==> src/hw/rxfee_params.svh <==
// Offsets, field positions, reset values and counts of the receive control block.
// Assumes inclusion by bare name from every design file that needs them.
`ifndef RXFEE_PARAMS_SVH
`define RXFEE_PARAMS_SVH

// ----------------------------------------
// Register addresses (7-bit)
// ----------------------------------------
`define RXFEE_ADDR_MAIN 7'h00
`define RXFEE_ADDR_MODSEL 7'h01
`define RXFEE_ADDR_FILTER_CLOCK_DIVIDER 7'h08
`define RXFEE_ADDR_FECTL 7'h15
`define RXFEE_ADDR_FERES 7'h16

// ----------------------------------------
// Field positions
// ----------------------------------------
`define RXFEE_AMP_BYPASS_BIT 7
`define RXFEE_MODE_HI_BIT 2
`define RXFEE_MODE_LO_BIT 1
`define RXFEE_SIGNAL_STRENGTH_ENABLE_BIT 3
`define RXFEE_PF_HI_BIT 1
`define RXFEE_PF_LO_BIT 0
`define RXFEE_DIV_HI_BIT 5
`define RXFEE_DOUBLE_BIT 6
`define RXFEE_EST_LEN_HI_BIT 3
`define RXFEE_EST_LEN_LO_BIT 2
`define RXFEE_EST_MODE_HI_BIT 1
`define RXFEE_EST_MODE_LO_BIT 0

// ----------------------------------------
// Reset values and codes
// ----------------------------------------
`define RXFEE_RST_MAIN 8'h00
`define RXFEE_RST_MODSEL 8'h00
`define RXFEE_RST_FILTER_CLOCK_DIVIDER 8'h84
`define RXFEE_RST_FECTL 8'h00
`define RXFEE_RX_MODE 2'h2
`define RXFEE_FECTL_MASK 8'h0f

// ----------------------------------------
// Counts
// ----------------------------------------
`define RXFEE_HDR_BITS 5'h08
`define RXFEE_FRAME_BITS 5'h10
`define RXFEE_PHASES 2'h3
`define RXFEE_LEN_8 7'h08
`define RXFEE_LEN_16 7'h10
`define RXFEE_LEN_32 7'h20
`define RXFEE_LEN_64 7'h40

`endif

==> src/hw/rxfee_pkg.sv <==
// Types shared by the receive control block.
// Assumes the params header is compiled alongside.
package rxfee_pkg;

  typedef enum logic [3:0] {
    RXFEE_SP_IDLE = 4'h1,
    RXFEE_SP_HDR = 4'h2,
    RXFEE_SP_WR = 4'h4,
    RXFEE_SP_RD = 4'h8
  } rxfee_sp_state_t;

  typedef enum logic [1:0] {
    RXFEE_EST_OFF = 2'h1,
    RXFEE_EST_RUN = 2'h2
  } rxfee_est_state_t;

endpackage

==> src/hw/rxfee_est_if.sv <==
// Carrier between the register side and the frequency error estimator.
// Assumes one clock domain; all signals are synchronous to it.
`timescale 1ns/1ps

interface rxfee_est_if;
  logic [1:0] mode;
  logic [1:0] len_sel;
  logic up_pulse;
  logic zero_update_pulse;
  logic symbol_tick;
  logic restart;
  logic [7:0] result;

  modport ctl (
    output mode, len_sel, up_pulse, zero_update_pulse, symbol_tick, restart,
    input result
  );
  modport est (
    input mode, len_sel, up_pulse, zero_update_pulse, symbol_tick, restart,
    output result
  );
endinterface

==> src/hw/rxfee_estimator.sv <==
// Frequency error estimator: signed pulse count over a set number of symbols.
// Assumes pulses and symbol ticks are one-cycle strobes on the same clock.
`timescale 1ns/1ps
`include "rxfee_params.svh"

module rxfee_estimator
  import rxfee_pkg::*;
(
  input wire logic clk_i,
  input wire logic rst_n_i,
  rxfee_est_if.est bus
);

  // ----------------------------------------
  // Length decode
  // ----------------------------------------
  function automatic logic [6:0] rxfee_len(input logic [1:0] sel);
    case (sel)
      2'h0: rxfee_len = `RXFEE_LEN_8;
      2'h1: rxfee_len = `RXFEE_LEN_16;
      2'h2: rxfee_len = `RXFEE_LEN_32;
      default: rxfee_len = `RXFEE_LEN_64;
    endcase
  endfunction

  rxfee_est_state_t state_r;
  logic [7:0] count_r;
  logic [6:0] sym_r;
  logic [7:0] result_r;
  logic [7:0] count_nxt;
  logic last_sym;

  // Bit0 enables up counting, bit1 down counting; both gives up minus down
  always_comb
  begin
    count_nxt = count_r;
    if (bus.mode[0] && bus.up_pulse)
    begin
      count_nxt = count_nxt + 8'h01;
    end
    if (bus.mode[1] && bus.zero_update_pulse)
    begin
      count_nxt = count_nxt - 8'h01;
    end
  end

  assign last_sym = bus.symbol_tick && ((sym_r + 7'h01) == rxfee_len(bus.len_sel));

  // ----------------------------------------
  // Measurement sequencing
  // ----------------------------------------
  always_ff @(posedge clk_i or negedge rst_n_i)
  begin
    if (!rst_n_i)
    begin
      state_r <= RXFEE_EST_OFF;
      count_r <= 8'h00;
      sym_r <= 7'h00;
    end
    else
    begin
      case (state_r)
        RXFEE_EST_OFF:
        begin
          count_r <= 8'h00;
          sym_r <= 7'h00;
          if (bus.mode != 2'h0)
          begin
            state_r <= RXFEE_EST_RUN;
          end
        end
        RXFEE_EST_RUN:
        begin
          if (bus.mode == 2'h0)
          begin
            state_r <= RXFEE_EST_OFF;
          end
          else if (bus.restart || last_sym)
          begin
            count_r <= 8'h00;
            sym_r <= 7'h00;
          end
          else
          begin
            count_r <= count_nxt;
            if (bus.symbol_tick)
            begin
              sym_r <= sym_r + 7'h01;
            end
          end
        end
        default:
        begin
          state_r <= RXFEE_EST_OFF;
        end
      endcase
    end
  end

  // Result holds until the next full measurement; pulse of the last cycle counts
  always_ff @(posedge clk_i or negedge rst_n_i)
  begin
    if (!rst_n_i)
    begin
      result_r <= 8'h00;
    end
    else if (state_r == RXFEE_EST_RUN && bus.mode != 2'h0 && !bus.restart && last_sym)
    begin
      result_r <= count_nxt;
    end
  end

  assign bus.result = result_r;

endmodule

==> src/hw/rxfee_top.sv <==
// Receive path control: three-wire register port, demodulator decision,
// switched-capacitor filter clock phases and the frequency error estimator.
// Assumes all inputs are synchronous to clk_i, the crystal oscillator clock.
//
// Overview of operation
// I lagging Q gives data one, leading gives zero, on receive data pin.
// Amplifier bypass bit in main control routes input around the amplifier.
// Two-bit prefilter field selects 100, 150, 230 or 340 kHz cutoff.
// Six-bit divider on crystal clock, then divide by four into phases.
// Filter clock is twenty times cutoff; cutoff is crystal over eighty times divider.
// Each updated one gives an up pulse, each updated zero a down pulse.
// Mode bits: off, count up, count down, or up minus down.
// Length bits select 8, 16, 32 or 64 symbols per measurement.
// Host reads the 8-bit result from the estimator result register.
// Negative results are two's complement, only from down-counting modes.
// Host should prefer the up-minus-down mode for best accuracy.
// All registers are written and read back over the three-wire port; writes to the result register are ignored.
// Counter clears, accumulates over the length, latches result, holds it.
// Host writes filter clock register with bit 7 one and bit 6 zero.
`timescale 1ns/1ps
`include "rxfee_params.svh"

module rxfee_top
  import rxfee_pkg::*;
(
  input wire logic clk_i,
  input wire logic rst_n_i,
  input wire logic prog_clk_i,
  input wire logic prog_en_i,
  input wire logic prog_data_i,
  output logic prog_data_o,
  output logic prog_data_oe_o,
  input wire logic i_chan_i,
  input wire logic q_chan_i,
  input wire logic symbol_tick_i,
  output logic rx_data_o,
  output logic rx_data_oe_o,
  output logic amp_bypass_o,
  output logic [1:0] prefilter_cutoff_o,
  output logic signal_strength_enable_o,
  output logic filter_phase1_o,
  output logic filter_phase2_o
);

  // ----------------------------------------
  // Reset release
  // ----------------------------------------
  logic rst_meta_r;
  logic rst_sync_r;

  always_ff @(posedge clk_i or negedge rst_n_i)
  begin
    if (!rst_n_i)
    begin
      rst_meta_r <= 1'b0;
      rst_sync_r <= 1'b0;
    end
    else
    begin
      rst_meta_r <= 1'b1;
      rst_sync_r <= rst_meta_r;
    end
  end

  // ----------------------------------------
  // Three-wire programming port
  // ----------------------------------------
  rxfee_sp_state_t sp_state_r;
  logic pclk_d_r;
  logic [4:0] bit_cnt_r;
  logic [7:0] hdr_r;
  logic [7:0] wr_shift_r;
  logic [7:0] rd_data_r;
  logic [2:0] rd_idx_r;
  logic pclk_rise;
  logic pclk_fall;
  logic wr_commit;
  logic [7:0] wr_word;

  logic [7:0] main_r;
  logic [7:0] modsel_r;
  logic [7:0] filter_clock_divider_r;
  logic [7:0] fectl_r;

  rxfee_est_if est_bus ();

  assign pclk_rise = prog_clk_i && !pclk_d_r;
  assign pclk_fall = !prog_clk_i && pclk_d_r;
  assign wr_word = {wr_shift_r[6:0], prog_data_i};
  assign wr_commit = (sp_state_r == RXFEE_SP_WR) && pclk_rise && prog_en_i &&
                     (bit_cnt_r == `RXFEE_FRAME_BITS - 5'h01);

  // Read mux; unmapped addresses read as zero
  function automatic logic [7:0] rxfee_rd_mux(input logic [6:0] addr,
                                              input logic [7:0] m,
                                              input logic [7:0] s,
                                              input logic [7:0] c,
                                              input logic [7:0] f,
                                              input logic [7:0] r);
    case (addr)
      `RXFEE_ADDR_MAIN: rxfee_rd_mux = m;
      `RXFEE_ADDR_MODSEL: rxfee_rd_mux = s;
      `RXFEE_ADDR_FILTER_CLOCK_DIVIDER: rxfee_rd_mux = c;
      `RXFEE_ADDR_FECTL: rxfee_rd_mux = f;
      `RXFEE_ADDR_FERES: rxfee_rd_mux = r;
      default: rxfee_rd_mux = 8'h00;
    endcase
  endfunction

  always_ff @(posedge clk_i or negedge rst_sync_r)
  begin
    if (!rst_sync_r)
    begin
      pclk_d_r <= 1'b0;
    end
    else
    begin
      pclk_d_r <= prog_clk_i;
    end
  end

  // Frame: 7 address bits and a read flag, MSB first, then 8 data bits
  always_ff @(posedge clk_i or negedge rst_sync_r)
  begin
    if (!rst_sync_r)
    begin
      sp_state_r <= RXFEE_SP_IDLE;
      bit_cnt_r <= 5'h00;
      hdr_r <= 8'h00;
      wr_shift_r <= 8'h00;
      rd_data_r <= 8'h00;
      rd_idx_r <= 3'h7;
    end
    else if (!prog_en_i)
    begin
      sp_state_r <= RXFEE_SP_IDLE;
      bit_cnt_r <= 5'h00;
    end
    else
    begin
      case (sp_state_r)
        RXFEE_SP_IDLE:
        begin
          sp_state_r <= RXFEE_SP_HDR;
          bit_cnt_r <= 5'h00;
        end
        RXFEE_SP_HDR:
        begin
          if (pclk_rise)
          begin
            hdr_r <= {hdr_r[6:0], prog_data_i};
            bit_cnt_r <= bit_cnt_r + 5'h01;
            if (bit_cnt_r == `RXFEE_HDR_BITS - 5'h01)
            begin
              if (prog_data_i)
              begin
                sp_state_r <= RXFEE_SP_RD;
                rd_idx_r <= 3'h7;
                rd_data_r <= rxfee_rd_mux(hdr_r[6:0], main_r, modsel_r, filter_clock_divider_r,
                                          fectl_r, est_bus.result);
              end
              else
              begin
                sp_state_r <= RXFEE_SP_WR;
              end
            end
          end
        end
        RXFEE_SP_WR:
        begin
          if (pclk_rise)
          begin
            wr_shift_r <= wr_word;
            bit_cnt_r <= bit_cnt_r + 5'h01;
            if (wr_commit)
            begin
              sp_state_r <= RXFEE_SP_IDLE;
            end
          end
        end
        RXFEE_SP_RD:
        begin
          if (pclk_rise)
          begin
            rd_idx_r <= rd_idx_r - 3'h1;
            if (rd_idx_r == 3'h0)
            begin
              sp_state_r <= RXFEE_SP_IDLE;
            end
          end
        end
        default:
        begin
          sp_state_r <= RXFEE_SP_IDLE;
        end
      endcase
    end
  end

  // Read data changes on the falling edge so the host can sample on rising
  always_ff @(posedge clk_i or negedge rst_sync_r)
  begin
    if (!rst_sync_r)
    begin
      prog_data_o <= 1'b0;
      prog_data_oe_o <= 1'b0;
    end
    else if (sp_state_r == RXFEE_SP_RD && prog_en_i)
    begin
      prog_data_oe_o <= 1'b1;
      if (pclk_fall)
      begin
        prog_data_o <= rd_data_r[rd_idx_r];
      end
    end
    else
    begin
      prog_data_oe_o <= 1'b0;
      prog_data_o <= 1'b0;
    end
  end

  // ----------------------------------------
  // Register file
  // ----------------------------------------
  // Fixed bits of the divider register are stored as written; the host keeps them
  always_ff @(posedge clk_i or negedge rst_sync_r)
  begin
    if (!rst_sync_r)
    begin
      main_r <= `RXFEE_RST_MAIN;
      modsel_r <= `RXFEE_RST_MODSEL;
      filter_clock_divider_r <= `RXFEE_RST_FILTER_CLOCK_DIVIDER;
      fectl_r <= `RXFEE_RST_FECTL;
    end
    else if (wr_commit)
    begin
      case (hdr_r[7:1])
        `RXFEE_ADDR_MAIN: main_r <= wr_word;
        `RXFEE_ADDR_MODSEL: modsel_r <= wr_word;
        `RXFEE_ADDR_FILTER_CLOCK_DIVIDER: filter_clock_divider_r <= wr_word;
        `RXFEE_ADDR_FECTL: fectl_r <= wr_word & `RXFEE_FECTL_MASK;
        default: main_r <= main_r;
      endcase
    end
  end

  // Restart a measurement whenever its control changes
  logic est_restart_r;

  always_ff @(posedge clk_i or negedge rst_sync_r)
  begin
    if (!rst_sync_r)
    begin
      est_restart_r <= 1'b0;
    end
    else
    begin
      est_restart_r <= wr_commit && (hdr_r[7:1] == `RXFEE_ADDR_FECTL);
    end
  end

  always_ff @(posedge clk_i or negedge rst_sync_r)
  begin
    if (!rst_sync_r)
    begin
      amp_bypass_o <= 1'b0;
      prefilter_cutoff_o <= 2'h0;
      signal_strength_enable_o <= 1'b0;
      rx_data_oe_o <= 1'b0;
    end
    else
    begin
      amp_bypass_o <= main_r[`RXFEE_AMP_BYPASS_BIT];
      prefilter_cutoff_o <= modsel_r[`RXFEE_PF_HI_BIT:`RXFEE_PF_LO_BIT];
      signal_strength_enable_o <= modsel_r[`RXFEE_SIGNAL_STRENGTH_ENABLE_BIT];
      rx_data_oe_o <= main_r[`RXFEE_MODE_HI_BIT:`RXFEE_MODE_LO_BIT] == `RXFEE_RX_MODE;
    end
  end

  // ----------------------------------------
  // Demodulator decision
  // ----------------------------------------
  // Decided at each rising I edge: Q already high means I lags
  logic i_d_r;
  logic up_r;
  logic dn_r;

  always_ff @(posedge clk_i or negedge rst_sync_r)
  begin
    if (!rst_sync_r)
    begin
      i_d_r <= 1'b0;
      rx_data_o <= 1'b0;
      up_r <= 1'b0;
      dn_r <= 1'b0;
    end
    else
    begin
      i_d_r <= i_chan_i;
      up_r <= 1'b0;
      dn_r <= 1'b0;
      if (i_chan_i && !i_d_r)
      begin
        rx_data_o <= q_chan_i;
        up_r <= q_chan_i;
        dn_r <= !q_chan_i;
      end
    end
  end

  // ----------------------------------------
  // Switched-capacitor filter clock
  // ----------------------------------------
  // A divider of zero acts as one; phases never overlap by one quarter gap
  logic [5:0] div_cnt_r;
  logic [1:0] phase_r;
  logic div_tick;
  logic [6:0] div_next;

  assign div_next = {1'b0, div_cnt_r} + 7'h01;
  assign div_tick = div_next >= {1'b0, filter_clock_divider_r[`RXFEE_DIV_HI_BIT:0]};

  always_ff @(posedge clk_i or negedge rst_sync_r)
  begin
    if (!rst_sync_r)
    begin
      div_cnt_r <= 6'h00;
      phase_r <= 2'h0;
      filter_phase1_o <= 1'b0;
      filter_phase2_o <= 1'b0;
    end
    else
    begin
      div_cnt_r <= div_tick ? 6'h00 : div_next[5:0];
      if (div_tick)
      begin
        phase_r <= (phase_r == `RXFEE_PHASES) ? 2'h0 : phase_r + 2'h1;
      end
      filter_phase1_o <= phase_r == 2'h0;
      filter_phase2_o <= phase_r == 2'h2;
    end
  end

  // ----------------------------------------
  // Frequency error estimator
  // ----------------------------------------
  assign est_bus.mode = fectl_r[`RXFEE_EST_MODE_HI_BIT:`RXFEE_EST_MODE_LO_BIT];
  assign est_bus.len_sel = fectl_r[`RXFEE_EST_LEN_HI_BIT:`RXFEE_EST_LEN_LO_BIT];
  assign est_bus.up_pulse = up_r;
  assign est_bus.zero_update_pulse = dn_r;
  assign est_bus.symbol_tick = symbol_tick_i;
  assign est_bus.restart = est_restart_r;

  rxfee_estimator rxfee_estimator_i (
    .clk_i(clk_i),
    .rst_n_i(rst_sync_r),
    .bus(est_bus.est)
  );

endmodule

==> config.mk <==
export PLATFORM = sky130hd
export DESIGN_NAME = rxfee_top
export DESIGN_NICKNAME = d
export VERILOG_FILES = /design/src/hw/rxfee_pkg.sv /design/src/hw/rxfee_est_if.sv /design/src/hw/rxfee_estimator.sv /design/src/hw/rxfee_top.sv
export VERILOG_INCLUDE_DIRS = /design/src /design/src/hw
export SDC_FILE = /design/constraint.sdc
export NUM_CORES = 1
export LEC_CHECK = 0
export BUFFER_PORTS_ARGS = -buffer_cell sky130_fd_sc_hd__buf_4
export CAP_MARGIN = 15
export CORE_ASPECT_RATIO = 1.75
export CORE_MARGIN = 8
export CORE_UTILIZATION = 45
export CTS_CLUSTER_DIAMETER = 100
export DETAILED_ROUTE_END_ITERATION = 12
export GPL_TIMING_DRIVEN = 0
export PLACE_DENSITY = 0.66
export REMOVE_ABC_BUFFERS = 1
export SKIP_CTS_REPAIR_TIMING = 1
export SLEW_MARGIN = 0
export SYNTH_ARGS = -nofsm -noshare
export SYNTH_HDL_FRONTEND = slang
export SYNTH_HIERARCHICAL = 1
export SYNTH_SLANG_ARGS = --single-unit
==> constraint.sdc <==
create_clock -name clk_i -period 3.6 [get_ports clk_i]
set_input_delay 0.54 -clock clk_i [delete_from_list [all_inputs] [get_ports clk_i]]
set_output_delay 0.54 -clock clk_i [all_outputs]
set_load 0.005 [all_outputs]
# Yosys cells after proc, flatten, opt, wreduce, memory -nomap -nowiden
# Index checks and enable logic that the tools add are counted.
[classes]
addsub = 7
magnitude_cmp = 2
eq_ne = 38
muxes = 40
reduce_logical = 43
[ops]
columns = ["operator", "count"]
rows = [
  ["case mux 8 bit (5 select lines)", 1],
  ["two-way mux 4 bit", 8],
  ["two-way mux 8 bit", 4],
  ["== test 7 x 5 -> 1 bit, second input constant", 3],
  ["two-way mux 7 bit", 3],
  ["case mux 7 bit (3 select lines)", 1],
  ["inequality test 3 bit, second input constant", 6],
  ["case mux 4 bit (4 select lines)", 1],
  ["case mux 8 bit (2 select lines)", 1],
  ["== test 7 x 1 -> 1 bit, second input constant", 2],
  ["== test 7 x 4 -> 1 bit, second input constant", 2],
  ["logical AND 1 bit", 14],
  ["zero test 7 bit", 2],
  ["case mux 7 bit (2 select lines)", 1],
  ["AND reduction 2 bit", 7],
  ["two-way mux 3 bit", 4],
  ["inequality test 2 bit, second input constant", 6],
  ["AND reduction 6 bit", 2],
  ["== test 2 bit, second input constant", 5],
  ["two-way mux 5 bit", 2],
  ["case mux 5 bit (2 select lines)", 1],
  ["inequality test 3 x 2 -> 1 bit, second input constant", 3],
  ["AND reduction 3 bit", 3],
  ["adder 8 x 1 -> 8 bit, second input constant", 1],
  ["other kinds (30)", 47],
]
[word_totals]
ff_bits = 113
output_inout_bits = 10
wordCells = 162

# Depth between registers and ports, before layout
# Gate-level depths: netlist of run 1.
[depth]
depth_word = 9
depth_mapped = 9
depth_no_buf = 9

# By module
# The synthesis of run 1 kept the hierarchy.
[by_module_without_submodules]
columns = ["module", "instances", "cells_per_inst", "area_each_um2", "seq_area_each_um2"]
rows = [
  ["rxfee_top", 1, 354, 4345.4, 2209.6],
  ["rxfee_estimator", 1, 160, 1666.6, 626.9],
]

# Worst setup path after synthesis of run 1
# OpenSTA, ideal clock, no wires.
[synth_path]
path_type = "register to register"
start = "register bit_cnt_r[0]"
end = "register fectl_r[0]"
setup_ns = 0.125
arrival_time_ns = 2.213
t_required_ns = 3.475
slack_ns = 1.263
stages_incl_launch_ff = 8
path_buffers = 0
period_less_slack_ns = 2.337
path_cell_list = "dfrtp_1 > ha_1 > and3_1 > ha_1 > nand4bb_4 > or4b_4 > nor3_4 > mux2_2"
[synth_between]
elab_chain_cells = 3
[synth_lines]
columns = ["item", "line_no", "rtl"]
rows = [
  ["start, declared", "rxfee_top.sv:70", "logic [4:0] bit_cnt_r;"],
  ["start signal, assigned", "rxfee_top.sv:152", "bit_cnt_r <= bit_cnt_r + 5'h01;"],
  ["start signal, assigned", "rxfee_top.sv:174", "bit_cnt_r <= bit_cnt_r + 5'h01;"],
  ["== test 5 x 4 -> 1 bit", "rxfee_top.sv:91", "(bit_cnt_r == `RXFEE_FRAME_BITS - 5'h01);"],
  ["logical AND 1 bit", "rxfee_top.sv:90", "assign wr_commit = (sp_state_r == RXFEE_SP_WR) && pclk_rise && prog_en_i &&"],
  ["AND reduction 2 bit (no line)", "--", ""],
  ["end signal, assigned", "rxfee_top.sv:234", "fectl_r <= `RXFEE_RST_FECTL;"],
  ["end signal, assigned", "rxfee_top.sv:242", "`RXFEE_ADDR_FECTL: fectl_r <= wr_word & `RXFEE_FECTL_MASK;"],
  ["end, declared", "rxfee_top.sv:83", "logic [7:0] fectl_r;"],
]
# No other way between the ends.
# A chain may end at the register's enable or synchronous reset.

# Final worst setup path of run 1
[layout_path]
start = "register rxfee_estimator_i.count_r[0]"
end = "register rxfee_estimator_i.result_r[4], in the netlist rxfee_estimator_i/bus.result[4]"
[layout_between]
elab_chain_cells = 4
[layout_lines]
columns = ["item", "line_no", "rtl"]
rows = [
  ["start, declared", "rxfee_estimator.sv:27", "logic [7:0] count_r;"],
  ["start signal, assigned", "rxfee_estimator.sv:85", "count_r <= count_nxt;"],
  ["adder 8 x 1 -> 8 bit", "rxfee_estimator.sv:39", "count_nxt = count_nxt + 8'h01;"],
  ["two-way mux 8 bit (*)", "rxfee_estimator.sv:37", "if (bus.mode[0] && bus.up_pulse)"],
  ["subtractor 8 x 1 -> 8 bit", "rxfee_estimator.sv:43", "count_nxt = count_nxt - 8'h01;"],
  ["two-way mux 8 bit (*)", "rxfee_estimator.sv:41", "if (bus.mode[1] && bus.zero_update_pulse)"],
  ["end signal, assigned", "rxfee_estimator.sv:109", "result_r <= count_nxt;"],
  ["end, declared", "rxfee_estimator.sv:29", "logic [7:0] result_r;"],
]
# Mark *: on every way between the ends. The rest lies on a longest branch, timed or not.

==> reports/results.ini, run 1 <==
[run_status]
status = finished clean

[synth]
post_synth_instance_area_sq_mm = 0.006012
synth_warnings = 6
synth_async_sr_flop_share_pct = 100.0
synth.avg_cell_area_sq_um = 11.70
synth-edff-count = 0
ys_seq_elements = 113
ys.flop_type = dfrtp_1
synthCells = 514
synth_cell_type_count = 76
synth.yosys.seq_area_share_pct = 47.18

[setup_path]
timing.critical_path.cells = ha_1 -> mux2i_1 -> ha_1 -> nand3_1 -> nor4_1 -> xor2_1 -> or2_2 -> nand2_1 -> mux2_4
critical-path-slowest-cell = dfrtp_1
setup.worst_path.start = rxfee_estimator_i/count_r[0]
cp_data_arrival_time_ps = 2950
cp_max_fo = 10
worst_case_reg_to_reg_path_depth = 9
critical_path.max_stage_delay_ps = 490
crit_top_cell = ha_1
path_class = register to register
critical_path_required_ps = 3880
worstReg2RegStart = rxfee_estimator_i/count_r[0]
worst_path_dominant_cell_family = simple AND/OR/NAND/NOR gates
worst-path-stages = 9
setup.worst_path.end_class = register
critPathBufInv = 0
timing.critical_path.from_type = register

[power]
internal_power_mw = 2.512
switchingPower_mw = 0.7727
leakage_nw = 3.116
power.density_mw_per_mm2 = 477.4
pwr-share-seq_pct = 42.5
clock_power_share_pct = 50.3
peakVddDrop_mv = 0.3290
power.combinational.fraction_pct = 7.2
power.switching_fraction_pct = 23.52

[layout]
seq_area_sq_mm = 0.002840
final_cell_count_no_fill = 718
multiInputGateArea_sq_mm = 0.002978
drive_gt1_share_pct = 26.47
n_fill_cell = 1131
areaGrowthSynthToFinish_pct = 14.46
antenna-diode-count = 0
num-nets-final = 558
fin_area_sq_mm = 0.006882

[min_path]
hold_crit_path_type = primary input to register
timing.hold.worst_path_depth = 1
worst_hold_startpoint = i_chan_i

[sta]
maxClockFrequency_mhz = 375.0
setup_violations = 0
grt_setup_unrepaired = no
slew_violations = 0
worstMarginPinSlew_ps = 1003
postLayoutSetupSlackWorst_ps = 933.5
finClkSkew_ps = 11.29
fin_crit_sh_pct = 74.07
max_slew_margin_pct = 32.23
period_needed_ps = 2666
finalHoldViolations = 0

[clock_tree]
numCtsBuffers = 17
numClockSinks = 113
path_clk_slew_ps = 50
cts_max_level = 4
cts_buffer_depth = 2
tritoncts = yes
clk_latency_ps = 410
ctsRootBufferMaster = clkbuf_16

[place]
cell_area_placed_sq_mm = 0.006281
port_buffers = 17
dp_hpwl_um = 8943
placed_cells_incl_taps = 685
detailedPlace.worstSlack_ps = 958.8
place_congestion = 0.7987

[drt]
wl_per_cell_um = 17.50
detail_route.first_pass.iterations = 5
drtAntennaViolNets = 0
final_wirelength_um = 12570
detail_route.vias_per_cell = 5.671
dr_total_vias = 4072
drc = 0
first_iter_violations = 137

[global_routing]
first_global_vias = 4353
wire_length_of_the_first_global_routing_pass_um = 20990
grt_max_degree = 65
grt_antenna_before_repair = 0
grt-ovfl-total = 0
grtUsageTotal_pct = 15.64

[floorplan]
die_y_extent_um = 168.9
width_of_the_chip_um = 103.4
core_sq_mm = 0.01324
boundaryPins = 18
initial_utilization_pct = 45.40
placement_rows = 56
die-area_sq_mm = 0.01746

[job]
cap_violations = 0

-- final cells by class --
cell class	instances	area share, %
Clock inverter	5	1.127
Sequential cell	113	41.27
Tap cell	174	3.164
Timing Repair Buffer	19	2.400
Inverter	24	1.309
Clock buffer	27	7.455
Multi-Input combinational cell	356	43.27
-- per-stage QoR --
stage	util [%]	TNS [ps]	hold WS, ps	total power, mW
2_1_floorplan	-	0	244.4	1.572
3_3_place_gp	47.19	-99610	322.4	1.637
3_5_place_dp	47.43	0	323.0	1.650
4_1_cts	51.89	0	-116.1	3.315
5_1_grt	51.97	0	226.6	3.404
6_report	51.97	0	248.0	3.285
-- state kept, by name, indices dropped and copies added (netlist names), 5 cells and up --
name	count
main_r	8
hdr_r	8
rd_data_r	8
rxfee_estimator_i/bus.result	8
rxfee_estimator_i/sym_r	7
wr_shift_r	7
div_cnt_r	6
bit_cnt_r	5
rxfee_estimator_i/count_r	8
filter_clock_divider_r	8
modsel_r	8
-- final timing paths --
kind                                                    to  slack, ps
max reg2reg                rxfee_estimator_i/bus.result[4]        930
max in group asynchronous        filter_clock_divider_r[7]       2440
min in group asynchronous     rxfee_estimator_i/count_r[2]        370
min reg2reg                                     rst_sync_r        360
min                                                  i_d_r        250
max                        rxfee_estimator_i/bus.result[4]        930
-- cell usage in the layout, fill, tap and decap left out, drive strengths merged, types with 8 or more instances in the layout --
cell and n:
nand2 23, a22o 11, xnor2 14, mux2i 10, inv 24, nor2 19
nand3 21, nor4 11, a21oi 9, ha 19, a21o 8, clkbuf 27
nor3 11, xor2 8, buf 18, mux2 62, nor2b 17, dfrtp 106
nand4 9
-- kinds of logic after synthesis --
group / share of synthesized area [%]
AOI/OAI and AO/OA: 10.11
DFF: 47.18
other: 0.06238
xor gates and xnor gates: 3.600
adders and majority gates: 3.954
muxes: 14.59
and+or+nand+nor: 17.21
buffers and inverters: 3.288
-- power by group through the flow --
| stage | combinational (mW) | sequential (mW) | clock, mW |
|---|---|---|---|
| detailed placement | 0.235 | 1.41 | 0 |
| finish | 0.237 | 1.39 | 1.65 |
| floorplan | 0.178 | 1.39 | 0 |
| CTS | 0.236 | 1.40 | 1.68 |
| global placement | 0.211 | 1.43 | 0 |
| global route | 0.265 | 1.40 | 1.74 |
-- synth_stat cells, types with 3 or more instances --
library cell	count	area, sq um
nor4_1	8	50.05
or3_1	4	25.02
clkbuf_1	11	41.29
and3_1	5	31.28
buf_2	5	25.02
nor4_4	3	63.81
nand2b_1	7	43.79
a22o_1	11	96.34
o22ai_1	3	18.77
o21ai_0	6	30.03
o211ai_1	5	37.54
o2bb2ai_1	5	43.79
nor2_1	18	67.56
mux2i_1	9	90.09
mux2_4	8	120.1
nand2_1	23	86.33
o21a_1	3	22.52
nand4_1	7	43.79
dfstp_2	7	183.9
nor2b_1	17	106.4
dfrtp_1	106	2653
a31oi_1	3	18.77
or4_1	4	30.03
or2_2	6	37.54
buf_6	3	33.78
a22oi_1	5	37.54
a21oi_1	9	45.04
ha_1	19	237.7
mux2_2	54	608.1
nor4b_1	3	26.28
nand3_1	20	100.1
nand3b_1	5	37.54
inv_1	23	86.33
nor3_1	9	45.04
a21o_1	8	60.06
xnor2_1	14	122.6
xor2_1	8	70.07
-- per-layer routing --
metal / vias up / part of all wire [%] / track usage [%]
met5: - / 0 / 0
met4: 0 / 2.0 / 7.093
met3: 21 / 3.2 / 4.072
met2: 84 / 56 / 28.25
met1: 2043 / 39 / 16.02
li1: 1924 / - / -
No activity file was read; power rests on OpenSTA's default activity.
==> run 2: changes to the inputs <==
--- a/config.mk
+++ b/config.mk
@@ -6,6 +6,7 @@
 export SDC_FILE = /design/constraint.sdc
 export NUM_CORES = 1
 export LEC_CHECK = 0
+export ABC_AREA = 1
 export BUFFER_PORTS_ARGS = -buffer_cell sky130_fd_sc_hd__buf_4
 export CAP_MARGIN = 15
 export CORE_ASPECT_RATIO = 1.75
==> constraint.sdc (replaced) <==
create_clock -name clk_i -period 2.4 [get_ports clk_i]
set_input_delay 0.36 -clock clk_i [delete_from_list [all_inputs] [get_ports clk_i]]
set_output_delay 0.36 -clock clk_i [all_outputs]
set_load 0.005 [all_outputs]
==> reports/results.ini, run 2 <==
[global_routing]
grt_max_degree = 70  ; +7.7%
grt-ovfl-total = 0  ; unchanged
wire_length_of_the_first_global_routing_pass_um = 22720  ; +8.3%
first_global_vias = 5056  ; +16%
grtUsageTotal_pct = 15.85  ; +0.22 points
grt_antenna_before_repair = 0  ; unchanged

[drt]
final_wirelength_um = 13300  ; +5.8%
detail_route.first_pass.iterations = 4  ; -1
drtAntennaViolNets = 0  ; unchanged
detail_route.vias_per_cell = 5.137  ; -9.4%
first_iter_violations = 290  ; +110%
wl_per_cell_um = 13.70  ; -22%
drc = 0  ; unchanged
dr_total_vias = 4988  ; +22%

[synth]
synth_cell_type_count = 35  ; -54%
synth_warnings = 6  ; unchanged
synth_async_sr_flop_share_pct = 100.0  ; unchanged
synth.yosys.seq_area_share_pct = 46.95  ; -0.23 points
ys_seq_elements = 113  ; unchanged
synth-edff-count = 0  ; unchanged
ys.flop_type = dfrtp_1
synth_top_area_cell = dfrtp_1
synth.avg_cell_area_sq_um = 7.992  ; -32%
netlist.area_leader.share_pct = 43.90  ; -0.22 points
most_numerous_cell_in_the_yosys_netlist = nand2_1
post_synth_instance_area_sq_mm = 0.006042  ; +0.50%
synth_area_leaders = dfrtp_1 (44%), nand2_1 (13%), nand3_1 (6.4%)
ys_top_cells_by_count = nand2_1 (207), dfrtp_1 (106), inv_1 (99)
synthCells = 756  ; +47%

[setup_path]
cp_max_fo = 7  ; -3
timing.critical_path.cells = ha_1 -> o21ai_1 -> ha_1 -> nand4_1 -> nor2_1 -> nand2_1 -> nand2_1 -> nand2_1 -> o22ai_1
path_class = register to register
crit_top_cell = nand2_1
timing.critical_path.from_type = register
critical_path_required_ps = 2720  ; -1160 ps
worstReg2RegStart = rxfee_estimator_i/count_r[0]
critical_path.max_stage_delay_ps = 450  ; -40 ps
critical-path-slowest-cell = dfrtp_1
cp_data_arrival_time_ps = 2430  ; -520 ps
setup.worst_path.start = rxfee_estimator_i/count_r[0]
setup.worst_path.end_class = register

[floorplan]
core_sq_mm = 0.01324  ; unchanged
boundaryPins = 18  ; unchanged
initial_utilization_pct = 45.63  ; +0.23 points
width_of_the_chip_um = 103.6  ; +0.21%
die_y_extent_um = 169.3  ; +0.22%
die-area_sq_mm = 0.01754  ; +0.43%
placement_rows = 56  ; unchanged

[power]
p_total_mw = 4.856  ; +48%
leakage_nw = 3.489  ; +12%
peakVddDrop_mv = 0.4606  ; +40%
power.combinational.fraction_pct = 7.3  ; about the same
power.switching_fraction_pct = 23.92  ; +0.39 points
switchingPower_mw = 1.161  ; +50%
power.density_mw_per_mm2 = 700.4  ; +47%
clock_power_share_pct = 50.8  ; +0.5 points
internal_power_mw = 3.695  ; +47%
pwr-share-seq_pct = 41.9  ; -0.6 points

[clock_tree]
numCtsBuffers = 17  ; unchanged
clk_latency_ps = 410  ; about the same
tritoncts = yes
cts_max_level = 4  ; unchanged
ctsRootBufferMaster = clkbuf_16
path_clk_slew_ps = 50  ; about the same
cts_buffer_depth = 2  ; unchanged
numClockSinks = 113  ; unchanged

[sta]
maxClockFrequency_mhz = 474.3  ; +26%
postLayoutSetupSlackWorst_ps = 291.6  ; -641.9 ps
finClkSkew_ps = 11.21  ; -0.07950 ps
period_needed_ps = 2108  ; -558.1 ps
worstMarginPinSlew_ps = 800.4  ; -202.5 ps
hold_ws_ps = 62.82  ; -185.2 ps
slew_violations = 0  ; unchanged
setup_violations = 0  ; unchanged
grt_setup_unrepaired = no
fin_crit_sh_pct = 87.85  ; +14 points
finalHoldViolations = 0  ; unchanged
max_slew_margin_pct = 46.44  ; +14 points

[layout]
antenna-diode-count = 0  ; unchanged
n_fill_cell = 1231  ; +8.8%
areaGrowthSynthToFinish_pct = 14.74
seq_area_sq_mm = 0.002840  ; unchanged
num-nets-final = 811  ; +45%
most-common-layout-cells = nand2_1 (207), dfrtp_1 (105), inv_1 (99)
multiInputGateArea_sq_mm = 0.002740  ; -8.0%
drive_gt1_share_pct = 13.43  ; -13 points
most_common_library_cell_in_the_layout_ignoring_fill_and_taps = nand2_1

[job]
cap_violations = 0  ; unchanged

[place]
place_congestion = 0.8802  ; +10%
port_buffers = 17  ; unchanged
dp_hpwl_um = 9734  ; +8.8%
detailedPlace.worstSlack_ps = 316.6  ; -642.2 ps

[run_status]
status = finished clean

[min_path]
hold_crit_path_type = primary input to register
worst_hold_startpoint = i_chan_i

-- run 2: path summary, 6_finish.rpt --
kind	endpoint	slack, ps	cells past startpoint
setup / recovery	rxfee_estimator_i/count_r[6]	290	9
hold / removal	i_d_r	60	1
setup reg to reg	rxfee_estimator_i/count_r[6]	290	9
hold reg to reg	dn_r	330	0
max in group asynchronous	filter_clock_divider_r[2]	1280	1
min in group asynchronous	rst_meta_r	260	2
-- run 2: final cells by class --
type	instances	share of cell area, %
repair buffers	19	2.382
clock buffers	26	7.201
clock inverters	6	1.155
inverters	104	5.631
well taps	174	3.140
flip-flops and latches	113	40.97
multi-input cells	529	39.52
-- run 2: power groups by stage --
| stage | sequential, mW | combinational [mW] | clock, mW |
|---|---|---|---|
| floorplan | 2.06 | 0.231 | 0 |
| global placement | 2.08 | 0.308 | 0 |
| detailed placement | 2.07 | 0.348 | 0 |
| CTS | 2.04 | 0.354 | 2.50 |
| global route | 2.04 | 0.398 | 2.58 |
| finish | 2.03 | 0.356 | 2.47 |
-- run 2: stage by stage --
| step | utilization, % | instance area (sq um) | setup TNS, ps | std cells |
|---|---|---|---|---|
| 2_1_floorplan | - | 5967 | -101780 | 746 |
| 3_3_place_gp | 47.67 | 6312 | -229830 | 937 |
| 3_5_place_dp | 47.90 | 6344 | 0 | 938 |
| 4_1_cts | 52.28 | 6923 | 0 | 970 |
| 5_1_grt | 52.35 | 6933 | 0 | 971 |
| 6_report | 52.35 | 6933 | 0 | 971 |
-- run 2: critical path, delay by kind of cell, from the launching register on --
| kind | cells | cell delay, ps |
|---|---|---|
| adders and majority gates | 2 | 560 |
| and+or+nand+nor | 5 | 640 |
| DFF | 1 | 450 |
| AOI/OAI and AO/OA | 2 | 360 |
-- run 2: cells by family after synthesis --
group	after synthesis	share of synthesized area, %
AND/OR/NAND/NOR	404	31.15
buffers and inverters	114	7.704
flip-flops	113	46.95
AO/OA/AOI/OAI	97	9.049
adder cells (fa/ha/maj)	19	3.935
XOR/XNOR	8	1.160
other	1	0.06207
-- run 2: routing by layer --
metal  up-vias  global-route usage, %  share of wire (%)
met5         -                      0                  0
met4         0                  10.41                4.5
met3        37                  3.308                3.2
met2       105                  29.96                 55
met1      2358                  15.06                 38
li1       2488                      -                  -
